==> config.mk <==
export PLATFORM = sky130hd
export DESIGN_NAME = fsd_top
export DESIGN_NICKNAME = d
export VERILOG_FILES = /design/src/shared/fsd_pkg.sv /design/src/hw/fsd_top.sv /design/src/hw/fsd_sec_decode.sv
export VERILOG_INCLUDE_DIRS = /design/src /design/src/shared
export SDC_FILE = /design/constraint.sdc
export NUM_CORES = 1
export LEC_CHECK = 0
export ABC_AREA = 1
export BUFFER_PORTS_ARGS = -buffer_cell sky130_fd_sc_hd__buf_2
export CAP_MARGIN = 40
export CELL_PAD_IN_SITES_DETAIL_PLACEMENT = 2
export CELL_PAD_IN_SITES_GLOBAL_PLACEMENT = 2
export CORE_UTILIZATION = 22
export CTS_CLUSTER_DIAMETER = 40
export DETAILED_ROUTE_END_ITERATION = 10
export PLACE_DENSITY_LB_ADDON = 0.3
export REMOVE_ABC_BUFFERS = 1
export SLEW_MARGIN = 30
export SYNTH_ARGS = -nofsm -noshare
export SYNTH_HDL_FRONTEND = slang
export SYNTH_SLANG_ARGS = --single-unit
==> constraint.sdc <==
create_clock -name core_clk -period 2.6 [get_ports core_clk]
set_input_delay 0.26 -clock core_clk [delete_from_list [all_inputs] [get_ports core_clk]]
set_output_delay 0.26 -clock core_clk [all_outputs]
set_load 0.05 [all_outputs]
==> src/shared/fsd_params.svh <==
// Constants for the flash security state decode block.
`ifndef FSD_PARAMS_SVH
`define FSD_PARAMS_SVH

// ----------------------------------------------------------------
// Options and security byte location
// ----------------------------------------------------------------
`define FSD_OPT_ADDR        16'hFF0F
`define FSD_OPT_WIN_ADDR    16'hBF0F
`define FSD_OPT_PAGE        8'h3F

// ----------------------------------------------------------------
// Field positions inside the options byte
// ----------------------------------------------------------------
`define FSD_SEC_LSB         0
`define FSD_SEC_MSB         1
`define FSD_SPARE_LSB       2
`define FSD_SPARE_MSB       5
`define FSD_KEY_LSB         6
`define FSD_KEY_MSB         7

// ----------------------------------------------------------------
// Field encodings
// ----------------------------------------------------------------
`define FSD_SEC_UNSECURED   2'h2
`define FSD_SEC_RECOMMENDED 2'h1
`define FSD_KEY_ENABLED     2'h2

// ----------------------------------------------------------------
// Register offsets on the APB port
// ----------------------------------------------------------------
`define FSD_OFS_OPTION      12'h000
`define FSD_OFS_STATUS      12'h004
`define FSD_OFS_CONTROL     12'h008
`define FSD_OFS_COMMAND     12'h00C

// ----------------------------------------------------------------
// Reset values and status bit positions
// ----------------------------------------------------------------
`define FSD_RST_SEC_BYTE    8'hFF
`define FSD_RST_CONTROL     1'h0
`define FSD_ST_SECURED      0
`define FSD_ST_BACKDOOR     1
`define FSD_ST_LOADED       2
`define FSD_ST_SPECIAL      3
`define FSD_ST_REFUSED      8

// ----------------------------------------------------------------
// Memory command codes kept in the restricted set
// ----------------------------------------------------------------
`define FSD_CMD_ERASE_VERIFY 8'h01
`define FSD_CMD_MASS_ERASE   8'h08
`define FSD_CMD_KEY_ACCESS   8'h0C

// ----------------------------------------------------------------
// Top of the peripheral register space for the debug port
// ----------------------------------------------------------------
`define FSD_REG_SPACE_TOP   16'h0400

`endif

==> src/shared/fsd_pkg.sv <==
// Types and shared decode functions of the flash security state decode block.
`include "fsd_params.svh"

package fsd_pkg;

   // ----------------------------------------------------------------
   // Load sequence states, Gray coded along the path
   // ----------------------------------------------------------------
   typedef enum logic [1:0] {
      FSD_LOAD_REQ  = 2'h0,
      FSD_LOAD_WAIT = 2'h1,
      FSD_RUN       = 2'h3
   } fsd_load_state_type;

   // ----------------------------------------------------------------
   // Decoded security state carried as one group
   // ----------------------------------------------------------------
   typedef struct packed {
      logic secured;
      logic backdoor_en;
   } fsd_sec_type;

   // ----------------------------------------------------------------
   // Whole state of the top module
   // ----------------------------------------------------------------
   typedef struct packed {
      fsd_load_state_type st;
      logic [7:0]         sec_byte;
      logic               loaded;
      logic               special_mode;
      logic               flash_rd_req;
      logic [15:0]        flash_rd_addr;
      logic               pready;
      logic               pslverr;
      logic [31:0]        prdata;
      logic               trace_req;
      logic               trace_enable;
      logic               refused;
      logic [7:0]         cmd_code;
      logic               cmd_valid;
      logic               dbg_grant;
      logic               dbg_deny;
      logic               opt_hit;
      logic               secured;
      logic               backdoor_en;
   } fsd_state_type;

   // True when a CPU address reaches the options byte directly or through the page window.
   function automatic logic fsd_opt_hit(input logic [15:0] addr, input logic [7:0] page);
      fsd_opt_hit = (addr == `FSD_OPT_ADDR) ||
                    ((addr == `FSD_OPT_WIN_ADDR) && (page == `FSD_OPT_PAGE));
   endfunction

   // True when a memory command belongs to the restricted set.
   function automatic logic fsd_cmd_restricted_ok(input logic [7:0] code);
      fsd_cmd_restricted_ok = (code == `FSD_CMD_ERASE_VERIFY) ||
                              (code == `FSD_CMD_MASS_ERASE) ||
                              (code == `FSD_CMD_KEY_ACCESS);
   endfunction

endpackage

==> src/hw/fsd_top.sv <==
// Flash security state logic: reset-time load, decode, and gating of debug, trace and commands.
//
// Function
// - Options byte sits at 0xFF0F, also at 0xBF0F when page 0x3F selected.
// - Every reset sequence copies the whole options byte into the security register.
// - Bits 1:0 security state, bits 7:6 backdoor enable, bits 5:2 spare.
// - Backdoor access enabled only for backdoor field 10, otherwise disabled.
// - Unsecured only when security field is 10; anything else means secured.
// - Security bits live in flash, so secured state survives reset and power-down.
// - Options byte is erased and programmed by ordinary memory commands.
// - Secured, or unsecured normal single chip, allows only restricted memory commands.
// - Secured normal mode refuses debug; secured special mode limits it to registers.
// - When secured, debug port cannot reach internal flash or EEPROM.
// - When secured, code execution tracing by the comparator module is disabled.
// - A newly programmed unsecured field takes effect only after the next reset.
//
// The APB slave port was left to the implementer.
`timescale 1ns/1ns
`default_nettype none
`include "fsd_params.svh"

module fsd_top
   import fsd_pkg::*;
(
   // Clock and reset
   input  wire logic        core_clk,
   input  wire logic        sys_rst,
   // Operating mode, caught after reset release
   input  wire logic        special_mode_in,
   // APB slave
   input  wire logic        psel,
   input  wire logic        penable,
   input  wire logic        pwrite,
   input  wire logic [11:0] paddr,
   input  wire logic [31:0] pwdata,
   output logic             pready,
   output logic             pslverr,
   output logic [31:0]      prdata,
   // Flash array read port for the reset-time copy
   output logic             flash_rd_req,
   output logic [15:0]      flash_rd_addr,
   input  wire logic [7:0]  flash_rd_data,
   input  wire logic        flash_rd_valid,
   // CPU address watch for the options byte
   input  wire logic [15:0] cpu_addr,
   input  wire logic [7:0]  cpu_page,
   output logic             opt_byte_hit,
   // Background debug port access check
   input  wire logic        dbg_req,
   input  wire logic        dbg_firmware,
   input  wire logic [15:0] dbg_addr,
   output logic             dbg_grant,
   output logic             dbg_deny,
   // Memory command issue to the flash controller
   output logic             cmd_valid,
   output logic [7:0]       cmd_code,
   // Security state outputs
   output logic             secured,
   output logic             backdoor_enable,
   output logic             trace_enable
);

   // ----------------------------------------------------------------
   // State registers and decode
   // ----------------------------------------------------------------

   fsd_state_type r;
   fsd_state_type next_r;
   fsd_sec_type   sec;

   // Decode of the security register contents.
   fsd_sec_decode fsd_sec_decode_inst (
      .opt_byte (r.sec_byte),
      .loaded   (r.loaded),
      .sec      (sec)
   );

   // Helper terms for the bus and the gating logic.
   logic       setup;
   logic       wr_access;
   logic       mapped;
   logic       cmd_write;
   logic       cmd_ok;
   logic       clear_refused;
   logic       restricted;
   logic       dbg_ok;
   logic [7:0] wr_code;

   // ----------------------------------------------------------------
   // Bus decode
   // ----------------------------------------------------------------

   // Setup phase starts an access; writes take effect in the access phase.
   assign setup     = psel && !penable;
   assign wr_access = psel && penable && pready && pwrite;
   assign mapped    = (paddr == `FSD_OFS_OPTION) || (paddr == `FSD_OFS_STATUS) ||
                      (paddr == `FSD_OFS_CONTROL) || (paddr == `FSD_OFS_COMMAND);
   assign cmd_write = wr_access && (paddr == `FSD_OFS_COMMAND);
   assign wr_code   = pwdata[7:0];
   assign clear_refused = wr_access && (paddr == `FSD_OFS_STATUS) &&
                          pwdata[`FSD_ST_REFUSED];

   // ----------------------------------------------------------------
   // Gating from the single secured signal
   // ----------------------------------------------------------------

   // Restricted command set when secured in any mode or in normal single chip.
   assign restricted = r.secured || !r.special_mode;
   // Option byte commands are treated like any other location.
   assign cmd_ok     = !restricted || fsd_cmd_restricted_ok(wr_code);

   // Debug access: free when unsecured, none in secured normal mode,
   // hardware commands below the register space top in secured special mode.
   always_comb begin
      if (!r.secured) begin
         dbg_ok = 1'b1;
      end else if (!r.special_mode) begin
         dbg_ok = 1'b0;
      end else begin
         dbg_ok = !dbg_firmware && (dbg_addr < `FSD_REG_SPACE_TOP);
      end
   end

   // ----------------------------------------------------------------
   // Next state
   // ----------------------------------------------------------------

   // Computes the next copy of all state.
   always_comb begin
      next_r = r;
      next_r.cmd_valid = 1'b0;
      next_r.dbg_grant = 1'b0;
      next_r.dbg_deny  = 1'b0;

      // Reset-time load of the options byte; the register is never written afterwards.
      unique case (r.st)
         FSD_LOAD_REQ: begin
            next_r.special_mode  = special_mode_in;
            next_r.flash_rd_req  = 1'b1;
            next_r.flash_rd_addr = `FSD_OPT_ADDR;
            next_r.st            = FSD_LOAD_WAIT;
         end
         FSD_LOAD_WAIT: begin
            if (flash_rd_valid) begin
               next_r.sec_byte     = flash_rd_data;
               next_r.loaded       = 1'b1;
               next_r.flash_rd_req = 1'b0;
               next_r.st           = FSD_RUN;
            end
         end
         FSD_RUN: begin
            next_r.flash_rd_req = 1'b0;
         end
      endcase

      // Registered security outputs follow the decoded register.
      next_r.secured      = sec.secured;
      next_r.backdoor_en  = sec.backdoor_en;
      next_r.trace_enable = r.trace_req && !r.secured;

      // CPU accesses to the options byte, direct or through the page window.
      next_r.opt_hit = fsd_opt_hit(cpu_addr, cpu_page);

      // Debug port check answers one cycle after each request.
      if (dbg_req) begin
         next_r.dbg_grant = dbg_ok;
         next_r.dbg_deny  = !dbg_ok;
      end

      // APB answer: ready in the access cycle that follows each setup.
      next_r.pready = setup;
      if (setup) begin
         next_r.pslverr = !mapped;
         next_r.prdata  = 32'h0;
         if (!pwrite) begin
            unique case (1'b1)
               (paddr == `FSD_OFS_OPTION): begin
                  next_r.prdata[7:0] = r.sec_byte;
               end
               (paddr == `FSD_OFS_STATUS): begin
                  next_r.prdata[`FSD_ST_SECURED]  = r.secured;
                  next_r.prdata[`FSD_ST_BACKDOOR] = r.backdoor_en;
                  next_r.prdata[`FSD_ST_LOADED]   = r.loaded;
                  next_r.prdata[`FSD_ST_SPECIAL]  = r.special_mode;
                  next_r.prdata[`FSD_ST_REFUSED]  = r.refused;
               end
               (paddr == `FSD_OFS_CONTROL): begin
                  next_r.prdata[0] = r.trace_req;
               end
               (paddr == `FSD_OFS_COMMAND): begin
                  next_r.prdata[7:0] = r.cmd_code;
               end
               default: begin
                  next_r.prdata = 32'h0;
               end
            endcase
         end
      end else begin
         next_r.pslverr = 1'b0;
      end

      // Control register write.
      if (wr_access && (paddr == `FSD_OFS_CONTROL)) begin
         next_r.trace_req = pwdata[0];
      end

      // Refused flag: write one clears, a new refusal in the same cycle wins.
      if (clear_refused) begin
         next_r.refused = 1'b0;
      end

      // Command issue through the gate; refused codes still load cmd_code but never raise cmd_valid.
      if (cmd_write) begin
         next_r.cmd_code = wr_code;
         if (cmd_ok && r.loaded) begin
            next_r.cmd_valid = 1'b1;
         end else begin
            next_r.refused = 1'b1;
         end
      end
   end

   // ----------------------------------------------------------------
   // State register
   // ----------------------------------------------------------------

   // Synchronous reset starts a fresh load and holds the part secured.
   always_ff @(posedge core_clk) begin
      if (sys_rst) begin
         r.st            <= FSD_LOAD_REQ;
         r.sec_byte      <= `FSD_RST_SEC_BYTE;
         r.loaded        <= 1'b0;
         r.special_mode  <= 1'b0;
         r.flash_rd_req  <= 1'b0;
         r.flash_rd_addr <= 16'h0000;
         r.pready        <= 1'b0;
         r.pslverr       <= 1'b0;
         r.prdata        <= 32'h0000_0000;
         r.trace_req     <= `FSD_RST_CONTROL;
         r.trace_enable  <= 1'b0;
         r.refused       <= 1'b0;
         r.cmd_code      <= 8'h00;
         r.cmd_valid     <= 1'b0;
         r.dbg_grant     <= 1'b0;
         r.dbg_deny      <= 1'b0;
         r.opt_hit       <= 1'b0;
         r.secured       <= 1'b1;
         r.backdoor_en   <= 1'b0;
      end else begin
         r <= next_r;
      end
   end

   // ----------------------------------------------------------------
   // Outputs, each straight from a flip-flop
   // ----------------------------------------------------------------

   // Bus outputs.
   assign pready  = r.pready;
   assign pslverr = r.pslverr;
   assign prdata  = r.prdata;

   // Flash read port.
   assign flash_rd_req  = r.flash_rd_req;
   assign flash_rd_addr = r.flash_rd_addr;

   // Watches and gates.
   assign opt_byte_hit    = r.opt_hit;
   assign dbg_grant       = r.dbg_grant;
   assign dbg_deny        = r.dbg_deny;
   assign cmd_valid       = r.cmd_valid;
   assign cmd_code        = r.cmd_code;
   assign secured         = r.secured;
   assign backdoor_enable = r.backdoor_en;
   assign trace_enable    = r.trace_enable;

endmodule

`default_nettype wire

==> src/hw/fsd_sec_decode.sv <==
// Decoder from the loaded options byte to secured state and backdoor enable.
`timescale 1ns/1ns
`default_nettype none
`include "fsd_params.svh"

module fsd_sec_decode
   import fsd_pkg::*;
(
   // Loaded options byte and load status
   input  wire logic [7:0] opt_byte,
   input  wire logic       loaded,
   // Decoded state
   output var fsd_sec_type sec
);

   // Until the byte is loaded the part stays secured with no backdoor.
   always_comb begin
      sec.secured     = !loaded ||
                        (opt_byte[`FSD_SEC_MSB:`FSD_SEC_LSB] != `FSD_SEC_UNSECURED);
      sec.backdoor_en = loaded &&
                        (opt_byte[`FSD_KEY_MSB:`FSD_KEY_LSB] == `FSD_KEY_ENABLED);
   end

endmodule

`default_nettype wire

==> results by group, run 1 <==
Setup path
  – Crit path capture type: flop
  – Worst r2r path cells: 5
  – Critical Path Source Type: input pin
  – R2R Setup Slk: between 1000 and 1500 ps
  – Worst path slowest cell: nor2_4
  – Critical path class: input pin to flop
  – CP Buf/Inv Count: 1
  – CP max stage delay: ~400 ps
  – Critical path fanouts, max: 18
  – Arrival time at the worst endpoint: approximately 1600 ps
  – Crit-path cells: buf_2 -> nor2_1 -> nand2_1 -> nor2_4 -> nand3_4 -> a21o_1 -> a21oi_1
  – CP top delay family: simple AND/OR/NAND/NOR gates
  – Reg2reg start: r[78]
  – Required time of the worst setup path: 2830 ps
  – Worst reg2reg path endpoint: r[76]

STA
  – Final setup viols: 0
  – Measured slew at the worst slew-check pin: approximately 560 ps
  – Slew margin rel.: 0.625
  – Pins Over Slew Limit: 0
  – FMAX: between 700 and 800 MHz
  – Final hold violation count: 0
  – Tmin final: about 1400 ps
  – RSZ-0062 raised after global routing: no
  – Final hold slack: approximately 180 ps
  – Crit share post-route: 0.530
  – Clock skew: 12.0 ps

Synthesis
  – Register bit count reported by yosys: 42
  – Mapped Cells: between 300 and 400
  – Post-synthesis adder-cell area fraction: 0
  – Mux cell area share after synthesis: 0
  – Synthesized cell area: ~2300 sq um
  – Synth Warn #: 0
  – Simple-gate portion of the synthesized area: 0.271
  – Post-synthesis sequential area ratio: 0.364
  – Largest family of logic cells by synthesized area: simple AND/OR/NAND/NOR gates
  – Avg Cell Area, Syn: about 7.6 sq um
  – Post-synth cell types: 32
  – Post-Synth XOR/XNOR Area: 0
  – Synth Area in Compound Gates: 0.109

Clock network
  – H-tree depth: 2
  – CTS tree: built
  – CTS clock-pin slew for the worst setup and hold paths: ~80 ps
  – CTS max path bufs: 2
  – # hold bufs at CTS: 0
  – Post-cts resize count: 0
  – Setup bufs post-CTS: 0
  – Worst skew pair latency: around 290 ps
  – CTS Buf Count: 5
  – Cell at the root of the clock tree: clkbuf_8
  – CTS sink count: 42

Placed design
  – Buffers on Ports: 106
  – DP HPWL: between 5000 and 6000 microns
  – Dpl cell area: ~2600 sq um
  – Gpl congestion: roughly 0.70

GRT
  – Grt ovf: 0
  – Global-route wire length before repair: roughly 11000 microns
  – Largest net degree at the start of global routing: 21
  – Initial antenna violation count: 0
  – Gr usage total: 0.125
  – Vias in the first global route: around 2300

Die
  – I/O Pins: roughly 170
  – Starting Density: 0.226
  – # rows: 37
  – Die area: around 11000 sq um
  – Chip Height: about 100 microns
  – Core area: a little over 10000 sq um
  – Die span in x: between 100 and 150 microns

Detailed routing
  – DR iter-0 viols: between 50 and 60
  – Final wirelength: roughly 6700 microns
  – Drt pass-1 iters: 4
  – DRC viols: 0
  – Remaining antenna violation count: 0
  – Via Count: 2102
  – DR vias/cell: roughly 4.1
  – Post-DR wirelength/cell: roughly 13 microns

Final layout
  – Antenna Cells: 0
  – Post-route cell area: approximately 2700 sq um
  – Fin nets: 482
  – Util after Layout: 0.267
  – Area grow syn2layout: 18.3%
  – Filler cells: about 1200
  – Fraction of layout cells with a size suffix above 1: 0.364

Power and ir drop
  – Lkg Pwr: roughly 1.3 nW
  – Worst VDD drop: approximately 180 uV
  – Power Density: between 500 and 600 nW/um^2

Worst hold path
  – Hold Path End: r[73]
  – Hold Path Depth: 3
  – Critical hold path startpoint: flash_rd_data[3]
  – Hold crit path type: input pin to flop

Run status
  – Outcome: finished, final reports clean

Flow run
  – Max-Cap Viols: 0
-- cell usage in the layout (no fill, tap or decap) --
cell type / Yosys / routed
a21boi_0: 1 / 1
a21o_1: 1 / 1
a21oi_1: 16 / 16
a21oi_2: 7 / 7
a41oi_1: 1 / 1
buf_2: 2 / 106
buf_4: 58 / 2
clkbuf_1: 1 / 1
clkbuf_8: 0 / 6
clkinv_2: 1 / 2
conb_1: 1 / 27
dfxtp_1: 42 / 42
inv_1: 19 / 19
inv_2: 7 / 7
nand2_1: 52 / 52
nand2_2: 2 / 2
nand3_1: 30 / 30
nand3_4: 1 / 1
nand3b_1: 3 / 3
nand4_1: 6 / 6
nor2_1: 20 / 20
nor2_4: 3 / 3
nor3_1: 3 / 3
nor3_2: 1 / 1
nor3_4: 1 / 1
nor3b_2: 1 / 1
nor4_1: 2 / 2
nor4b_1: 1 / 1
o21ai_0: 1 / 1
o21ai_1: 15 / 15
o21bai_1: 1 / 1
or2_1: 1 / 1
-- synth_stat cells, drive strengths merged --
| cell type | n | area [sq um] |
|---|---|---|
| a41oi | 1 | 8.76 |
| a21o | 1 | 7.51 |
| or2 | 1 | 6.26 |
| nand3 | 31 | 168 |
| inv | 26 | 97.6 |
| nor3 | 5 | 41.3 |
| a21oi | 23 | 141 |
| nor4 | 2 | 12.5 |
| a21boi | 1 | 7.51 |
| nand2 | 54 | 208 |
| nor3b | 1 | 12.5 |
| nor2 | 23 | 109 |
| buf | 63 | 479 |
| conb | 1 | 3.75 |
| o21ai | 16 | 80.1 |
| nand3b | 3 | 22.5 |
| dfxtp | 42 | 841 |
| nand4 | 6 | 37.5 |
| nor4b | 1 | 8.76 |
| o21bai | 1 | 7.51 |
| clkbuf | 1 | 3.75 |
| clkinv | 1 | 5.00 |
-- worst register-to-register path: stages (launching register included) --
cell     delay (ps)
dfxtp_1         390
inv_2            70
nor3_4          360
inv_2           170
nand2_1         100
nand3_1          70
-- worst max-delay path by stage --
stage / start / endpoint / depth (start not counted)
floorplan: flash_rd_addr[0] / flash_rd_addr[0] / 2
global placement: paddr[11] / r[14] / 7
detailed placement: paddr[11] / r[14] / 7
CTS: flash_rd_addr[0] / flash_rd_addr[8] / 1
global route: paddr[9] / prdata[0] / 9
finish: paddr[11] / r[14] / 7
-- sequential cells by signal, indices dropped and copies added, names as in the netlist --
register / cells
flash_rd_req: 1
r: 14
cmd_code: 8
dbg_grant: 1
flash_rd_addr: 1
prdata: 9
secured: 1
dbg_deny: 1
pready: 1
trace_enable: 1
cmd_valid: 1
opt_byte_hit: 1
backdoor_enable: 1
pslverr: 1
-- cell type report --
cell class | instances | area, sq um | area share
inverter | 27 | 103 | 0.0376
clock buffer | 7 | 86.3 | 0.0316
timing repair buffer | 108 | 546 | 0.200
clock inverter | 1 | 5.00 | 0.00183
tap | 136 | 170 | 0.0623
sequential | 42 | 841 | 0.308
multi-input combinational | 197 | 980 | 0.359
-- stage by stage --
stage               std cells  power [W]  setup slack [ps]  setup TNS [ps]
CTS                       518    0.00146              1190               0
detailed placement        510    0.00101               908               0
global placement          510    0.00101               925               0
global route              518    0.00152              1070               0
finish                    518    0.00144              1220               0
floorplan                 266   0.000908             -1940          -23610
-- cell families (layout without fill, tap and decap cells) --
logic type | count (synthesis) | in the layout
simple gates | 127 | 127
other cells | 1 | 27
buf+inv | 91 | 143
flops | 42 | 42
compound gates | 43 | 43
-- where the power goes --
part | total (W) | switching (W) | internal [W]
Sequential | 0.000683 | 0.0000202 | 0.000663
Combinational | 0.000312 | 0.000238 | 0.0000736
Clock | 0.000441 | 0.000227 | 0.000215
Total | 0.00144 | 0.000485 | 0.000951
-- per-layer routing --
layer / part of all wire / vias to the layer above / track usage / routed length, microns
li1: - / 1054 / - / -
met1: 0.42 / 976 / 0.142 / 2830
met2: 0.52 / 68 / 0.233 / 3490
met3: 0.051 / 4 / 0.0232 / 340
met4: 0.011 / 0 / 0.0378 / 71
met5: 0 / - / 0 / 0
Note: power is estimated with default switching activity, not from simulation.
==> run 2, diff against run 1 <==
- CORE_UTILIZATION: 22 -> 20
- clock period: 2.6 -> 1.3 ns (I/O delays scaled with it)
==> run 2 against run 1 <==
Cell count up 2.7%; clock power rose to 2.9 times the previous value; cell area up 5.6%; critical path type is now flop to output port.
==> results by group, run 2 (synthesized netlist as in run 1, its figures left out) <==
Die
  – I/O Pins: approximately 170
  – Die span in x: approximately 110 microns
  – Core area: 11000 sq um
  – Starting Density: 0.209
  – Die area: ~12000 sq um
  – # rows: 38
  – Chip Height: 109 microns

Worst hold path
  – Hold crit path type: input pin to flop

Placed design
  – Gpl congestion: 0.714
  – Dpl cell area: 2700 sq um
  – DP HPWL: roughly 5700 microns
  – Buffers on Ports: between 100 and 150
  – DP Worst Slack: -53.5 ps

Clock network
  – CTS max path bufs: 2
  – Cell at the root of the clock tree: clkbuf_16
  – CTS tree: built
  – CTS clock-pin slew for the worst setup and hold paths: around 60 ps
  – CTS Buf Count: 5
  – H-tree depth: 2
  – CTS sink count: 42
  – Worst skew pair latency: 280 ps

Setup path
  – Worst reg2reg path endpoint: cmd_code[5]
  – CP startpoint: secured
  – Required time of the worst setup path: roughly 1200 ps
  – Reg2reg start: pready
  – R2R Setup Slk: 150 ps
  – Critical Path Source Type: flop
  – Crit-path cells: clkbuf_4
  – CP Buf/Inv Count: 1
  – Critical path fanouts, max: 6
  – Critical path class: flop to output port
  – Worst r2r path cells: 6
  – Critical Path Stages: 1
  – Crit path to: secured
  – CP max stage delay: roughly 480 ps
  – Arrival time at the worst endpoint: around 1100 ps
  – CP top delay family: flip-flops
  – Crit path capture type: output port
  – Worst path slowest cell: dfxtp_1

Final layout
  – Antenna Cells: 0
  – Leading cell type in the layout, fill and taps excluded: buf_2
  – Fraction of layout cells with a size suffix above 1: 0.383
  – Top reg by flops: r
  – Post-route cell area: about 2900 sq um
  – Commonest cells after routing, fill and taps aside: buf_2 (105), nand2_1 (52), dfxtp_1 (41)
  – Max FFs per register: 14
  – Fin nets: roughly 490
  – Filler cells: between 1000 and 1500
  – Regs by FF count: r x14, prdata x9, cmd_code x8
  – Area grow syn2layout: 24.9%
  – Util after Layout: 0.261

Detailed routing
  – DR iter-0 viols: 41
  – Final wirelength: a little under 7000 microns
  – DR vias/cell: 4.04
  – DRC viols: 0
  – Drt pass-1 iters: 3
  – Remaining antenna violation count: 0
  – Post-DR wirelength/cell: 13.0 microns
  – Via Count: roughly 2200

GRT
  – Met1 track demand over resource: 0.140
  – Global-route wire length before repair: between 10000 and 15000 microns
  – GRT Max-Usage Layer: met2
  – Met2 global-route usage: 0.211
  – Initial antenna violation count: 0
  – Gr usage total: 0.118
  – Met3 Usage GRT: 0.0273
  – Vias in the first global route: around 2200
  – Grt ovf: 0
  – Largest net degree at the start of global routing: 19

STA
  – Final setup viols: 0
  – Pins Over Slew Limit: 0
  – Final setup margin: 104 ps
  – Tmin final: 1200 ps
  – Clock skew: around 4.8 ps
  – FMAX: between 800 and 900 MHz
  – Crit share post-route: 0.920
  – Final hold violation count: 0
  – Setup TNS: 0 ps
  – RSZ-0062 raised after global routing: no

Run status
  – Outcome: finished, final reports clean

Power and ir drop
  – Sequential share of power: 0.418
  – Power Density: between 1000 and 1500 nW/um^2
  – Combinational share of power: 0.195
  – Power after layout: approximately 0.0033 W
  – Clock power share: 0.387
  – Internal power: 0.00225 W
  – Lkg Pwr: 1.38 nW
  – Switching pwr: just over 0.001 W
  – Worst VDD drop: 537 uV
  – Net Sw Frac: 0.313

Flow run
  – Max-Cap Viols: 0
## run 2: changes by cell type in the layout (fill, tap and decap cells not counted), sizes merged
cell    before  now
buf        108  117
clkbuf       7    8
## run 2: metal layers
layer | vias up | wire [microns] | share of wire
met3 | 7 | 418 | 0.060
li1 | 1075 | - | -
met2 | 71 | 3520 | 0.51
met1 | 997 | 2910 | 0.42
met4 | 0 | 92 | 0.013
met5 | - | 0 | 0
## run 2: worst min-delay path: cells and delay by family
family        cells  cell delay, ps
buf+inv           1              70
simple gates      2             100
## run 2: power by group through the flow
| stage | registers, W | logic [W] | clock network, W |
|---|---|---|---|
| after detailed placement | 0.00140 | 0.000643 | 0 |
| after global placement | 0.00140 | 0.000630 | 0 |
| after floorplan | 0.00153 | 0.000283 | 0 |
| final | 0.00137 | 0.000636 | 0.00126 |
| after CTS | 0.00137 | 0.000645 | 0.00131 |
| after global routing | 0.00138 | 0.000687 | 0.00137 |
## run 2: worst min path at each step
stage / start / endpoint / slack (ps) / depth (start not counted)
finish: flash_rd_data[3] / r[73] / 60 / 3
global route: flash_rd_data[3] / r[73] / 60 / 3
detailed placement: flash_rd_data[3] / r[73] / 350 / 3
floorplan: sys_rst / prdata[1] / 190 / 1
global placement: flash_rd_data[4] / r[74] / 350 / 3
CTS: flash_rd_data[3] / r[73] / 50 / 3
## run 2: repair_timing
| action | CTS | global route |
|---|---|---|
| resized for setup | 0 | 2 |
| endpoints found under the setup margin | 0 | 14 |
| hold buffers | 0 | 0 |
| setup buffers | 0 | 2 |
| endpoints found under the hold margin | 0 | 0 |
## run 2: stage by stage
stage	hold slack, ps	std cells
after detailed placement	354	522
after floorplan	192	266
after CTS	54.8	530
final	57.7	532
after global routing	62.7	532
after global placement	351	522
## run 2: cell type report
cell class                      instances  area, sq um  area share
Multi-Input combinational cell        197          980       0.340
Sequential cell                        42          842       0.292
Timing Repair Buffer                  118          636       0.220
Tap cell                              140          175      0.0608
Clock buffer                            7          143      0.0495
Inverter                               27          103      0.0356
Clock inverter                          1         5.00     0.00174
==> run 3, diff against run 2 <==
- HOLD_SLACK_MARGIN: unset -> 0.06
==> run 3 against run 2 <==
Power about the same; global-route usage about the same; combinational power about the same; utilization increased by 0.091 points; largest power group unchanged; critical path type unchanged; sequential share of layout area fell by 0.10 points.
==> results by group, run 3 (synthesized netlist as in run 1, its figures left out) <==
Final layout
  – Area grow syn2layout: 25.3%
  – Fraction of layout cells with a size suffix above 1: 0.382
  – Top reg by flops: r
  – Commonest cells after routing, fill and taps aside: buf_2 (105), nand2_1 (52), dfxtp_1 (41)
  – Util after Layout: 0.262
  – Finished Layout Cells: 533
  – Max FFs per register: 14
  – Leading cell type in the layout, fill and taps excluded: buf_2
  – Antenna Cells: 0
  – Regs by FF count: r x14, prdata x9, cmd_code x8
  – Fin nets: between 400 and 500

Detailed routing
  – DR vias/cell: 4.04
  – Post-DR wirelength/cell: about 13 microns
  – Via Count: 2151
  – DR iter-0 viols: 48
  – DRC viols: 0
  – Final wirelength: between 6000 and 7000 microns
  – Remaining antenna violation count: 0
  – Drt pass-1 iters: 3

Setup path
  – Crit-path cells: clkbuf_4
  – Arrival time at the worst endpoint: 1070 ps
  – Worst path slowest cell: dfxtp_1
  – Critical path class: flop to output port
  – Critical path fanouts, max: 6
  – CP max stage delay: 480 ps
  – Required time of the worst setup path: 1170 ps
  – Crit path capture type: output port
  – CP Buf/Inv Count: 1
  – CP top delay family: flip-flops
  – Critical Path Source Type: flop

Clock network
  – H-tree depth: 2
  – Cell at the root of the clock tree: clkbuf_16
  – CTS tree: built
  – CTS max path bufs: 2
  – Worst skew pair latency: between 200 and 300 ps
  – CTS Buf Count: 5
  – CTS clock-pin slew for the worst setup and hold paths: roughly 60 ps
  – CTS sink count: 42

Placed design
  – Buffers on Ports: roughly 110
  – Post-Place Cells: 522
  – Gpl congestion: between 0.7 and 0.8
  – DP HPWL: 5730 microns

Power and ir drop
  – Lkg Pwr: between 1 and 1.5 nW
  – Power Density: around 1100 nW/um^2
  – Worst VDD drop: about 540 uV

STA
  – Crit share post-route: 0.920
  – Pins Over Slew Limit: 0
  – FMAX: 836 MHz
  – Clock skew: 4.87 ps
  – Final hold violation count: 0
  – Final setup viols: 0
  – Tmin final: approximately 1200 ps
  – RSZ-0062 raised after global routing: no

Die
  – I/O Pins: between 150 and 200
  – Core area: 11000 sq um
  – Die span in x: roughly 110 microns
  – Chip Height: about 110 microns
  – Starting Density: 0.209
  – # rows: 38
  – Die area: 12000 sq um

Run status
  – Outcome: finished, final reports clean

GRT
  – Initial antenna violation count: 0
  – Gr usage total: 0.118
  – Global-route wire length before repair: between 10000 and 15000 microns
  – Vias in the first global route: about 2200
  – Largest net degree at the start of global routing: 19
  – Grt ovf: 0

Worst hold path
  – Hold crit path type: input pin to flop

Flow run
  – Max-Cap Viols: 0
## run 3: changes by cell type in the layout (fill, tap and decap cells not counted), sizes merged
cell / change
dlygate4sd3: +1
## run 3: path summary, 6_finish.rpt
| path | from | endpoint | slack [ps] | cells after the start |
|---|---|---|---|---|
| worst max-delay path | secured | secured | 100 | 1 |
| worst min-delay path | flash_rd_data[1] | r[71] | 60 | 3 |
| worst max register to register | pready | cmd_code[5] | 140 | 6 |
| worst min register to register | r[72] | r[72] | 460 | 2 |
## run 3: metrics by stage
step | power, W | hold WS, ps | cell area [sq um] | worst slack [ps] | TNS, ps
final | 0.00327 | 58.8 | 2890 | 104 | 0
after global routing | 0.00344 | 73.9 | 2890 | 11.6 | 0
after detailed placement | 0.00204 | 354 | 2700 | -53.5 | -171
after floorplan | 0.00182 | 192 | 1920 | -3240 | -39650
after CTS | 0.00333 | 61.7 | 2860 | 40.3 | 0
after global placement | 0.00203 | 351 | 2700 | -16.8 | -16.8
## run 3: repair_timing
action	in CTS	in global routing
setup endpoints to repair	0	14
endpoints found under the hold margin	1	0
hold buffers	1	0
buffers inserted	0	2
resized for setup	0	2
## run 3: where the power goes
part | leakage (nW) | total (W) | internal, W | switching (W)
clock network | 0.0739 | 0.00127 | 0.000762 | 0.000504
logic | 0.969 | 0.000639 | 0.000160 | 0.000479
registers | 0.342 | 0.00137 | 0.00133 | 0.0000406
## run 3: layout make-up
cell class              instances  area (sq um)
fillers                      1352          8140
clock buffers                   7           143
multi-input cells             197           980
inverters                      27           103
flip-flops and latches         42           842
well taps                     140           175
clock inverters                 1          5.00
repair buffers                119           646
## run 3: per-layer routing
| metal | track usage | up-vias | share of wire |
|---|---|---|---|
| met4 | 0.0333 | 0 | 0.013 |
| met3 | 0.0273 | 7 | 0.060 |
| met5 | 0 | - | 0 |
| met2 | 0.212 | 71 | 0.51 |
| li1 | - | 1077 | - |
| met1 | 0.139 | 996 | 0.42 |
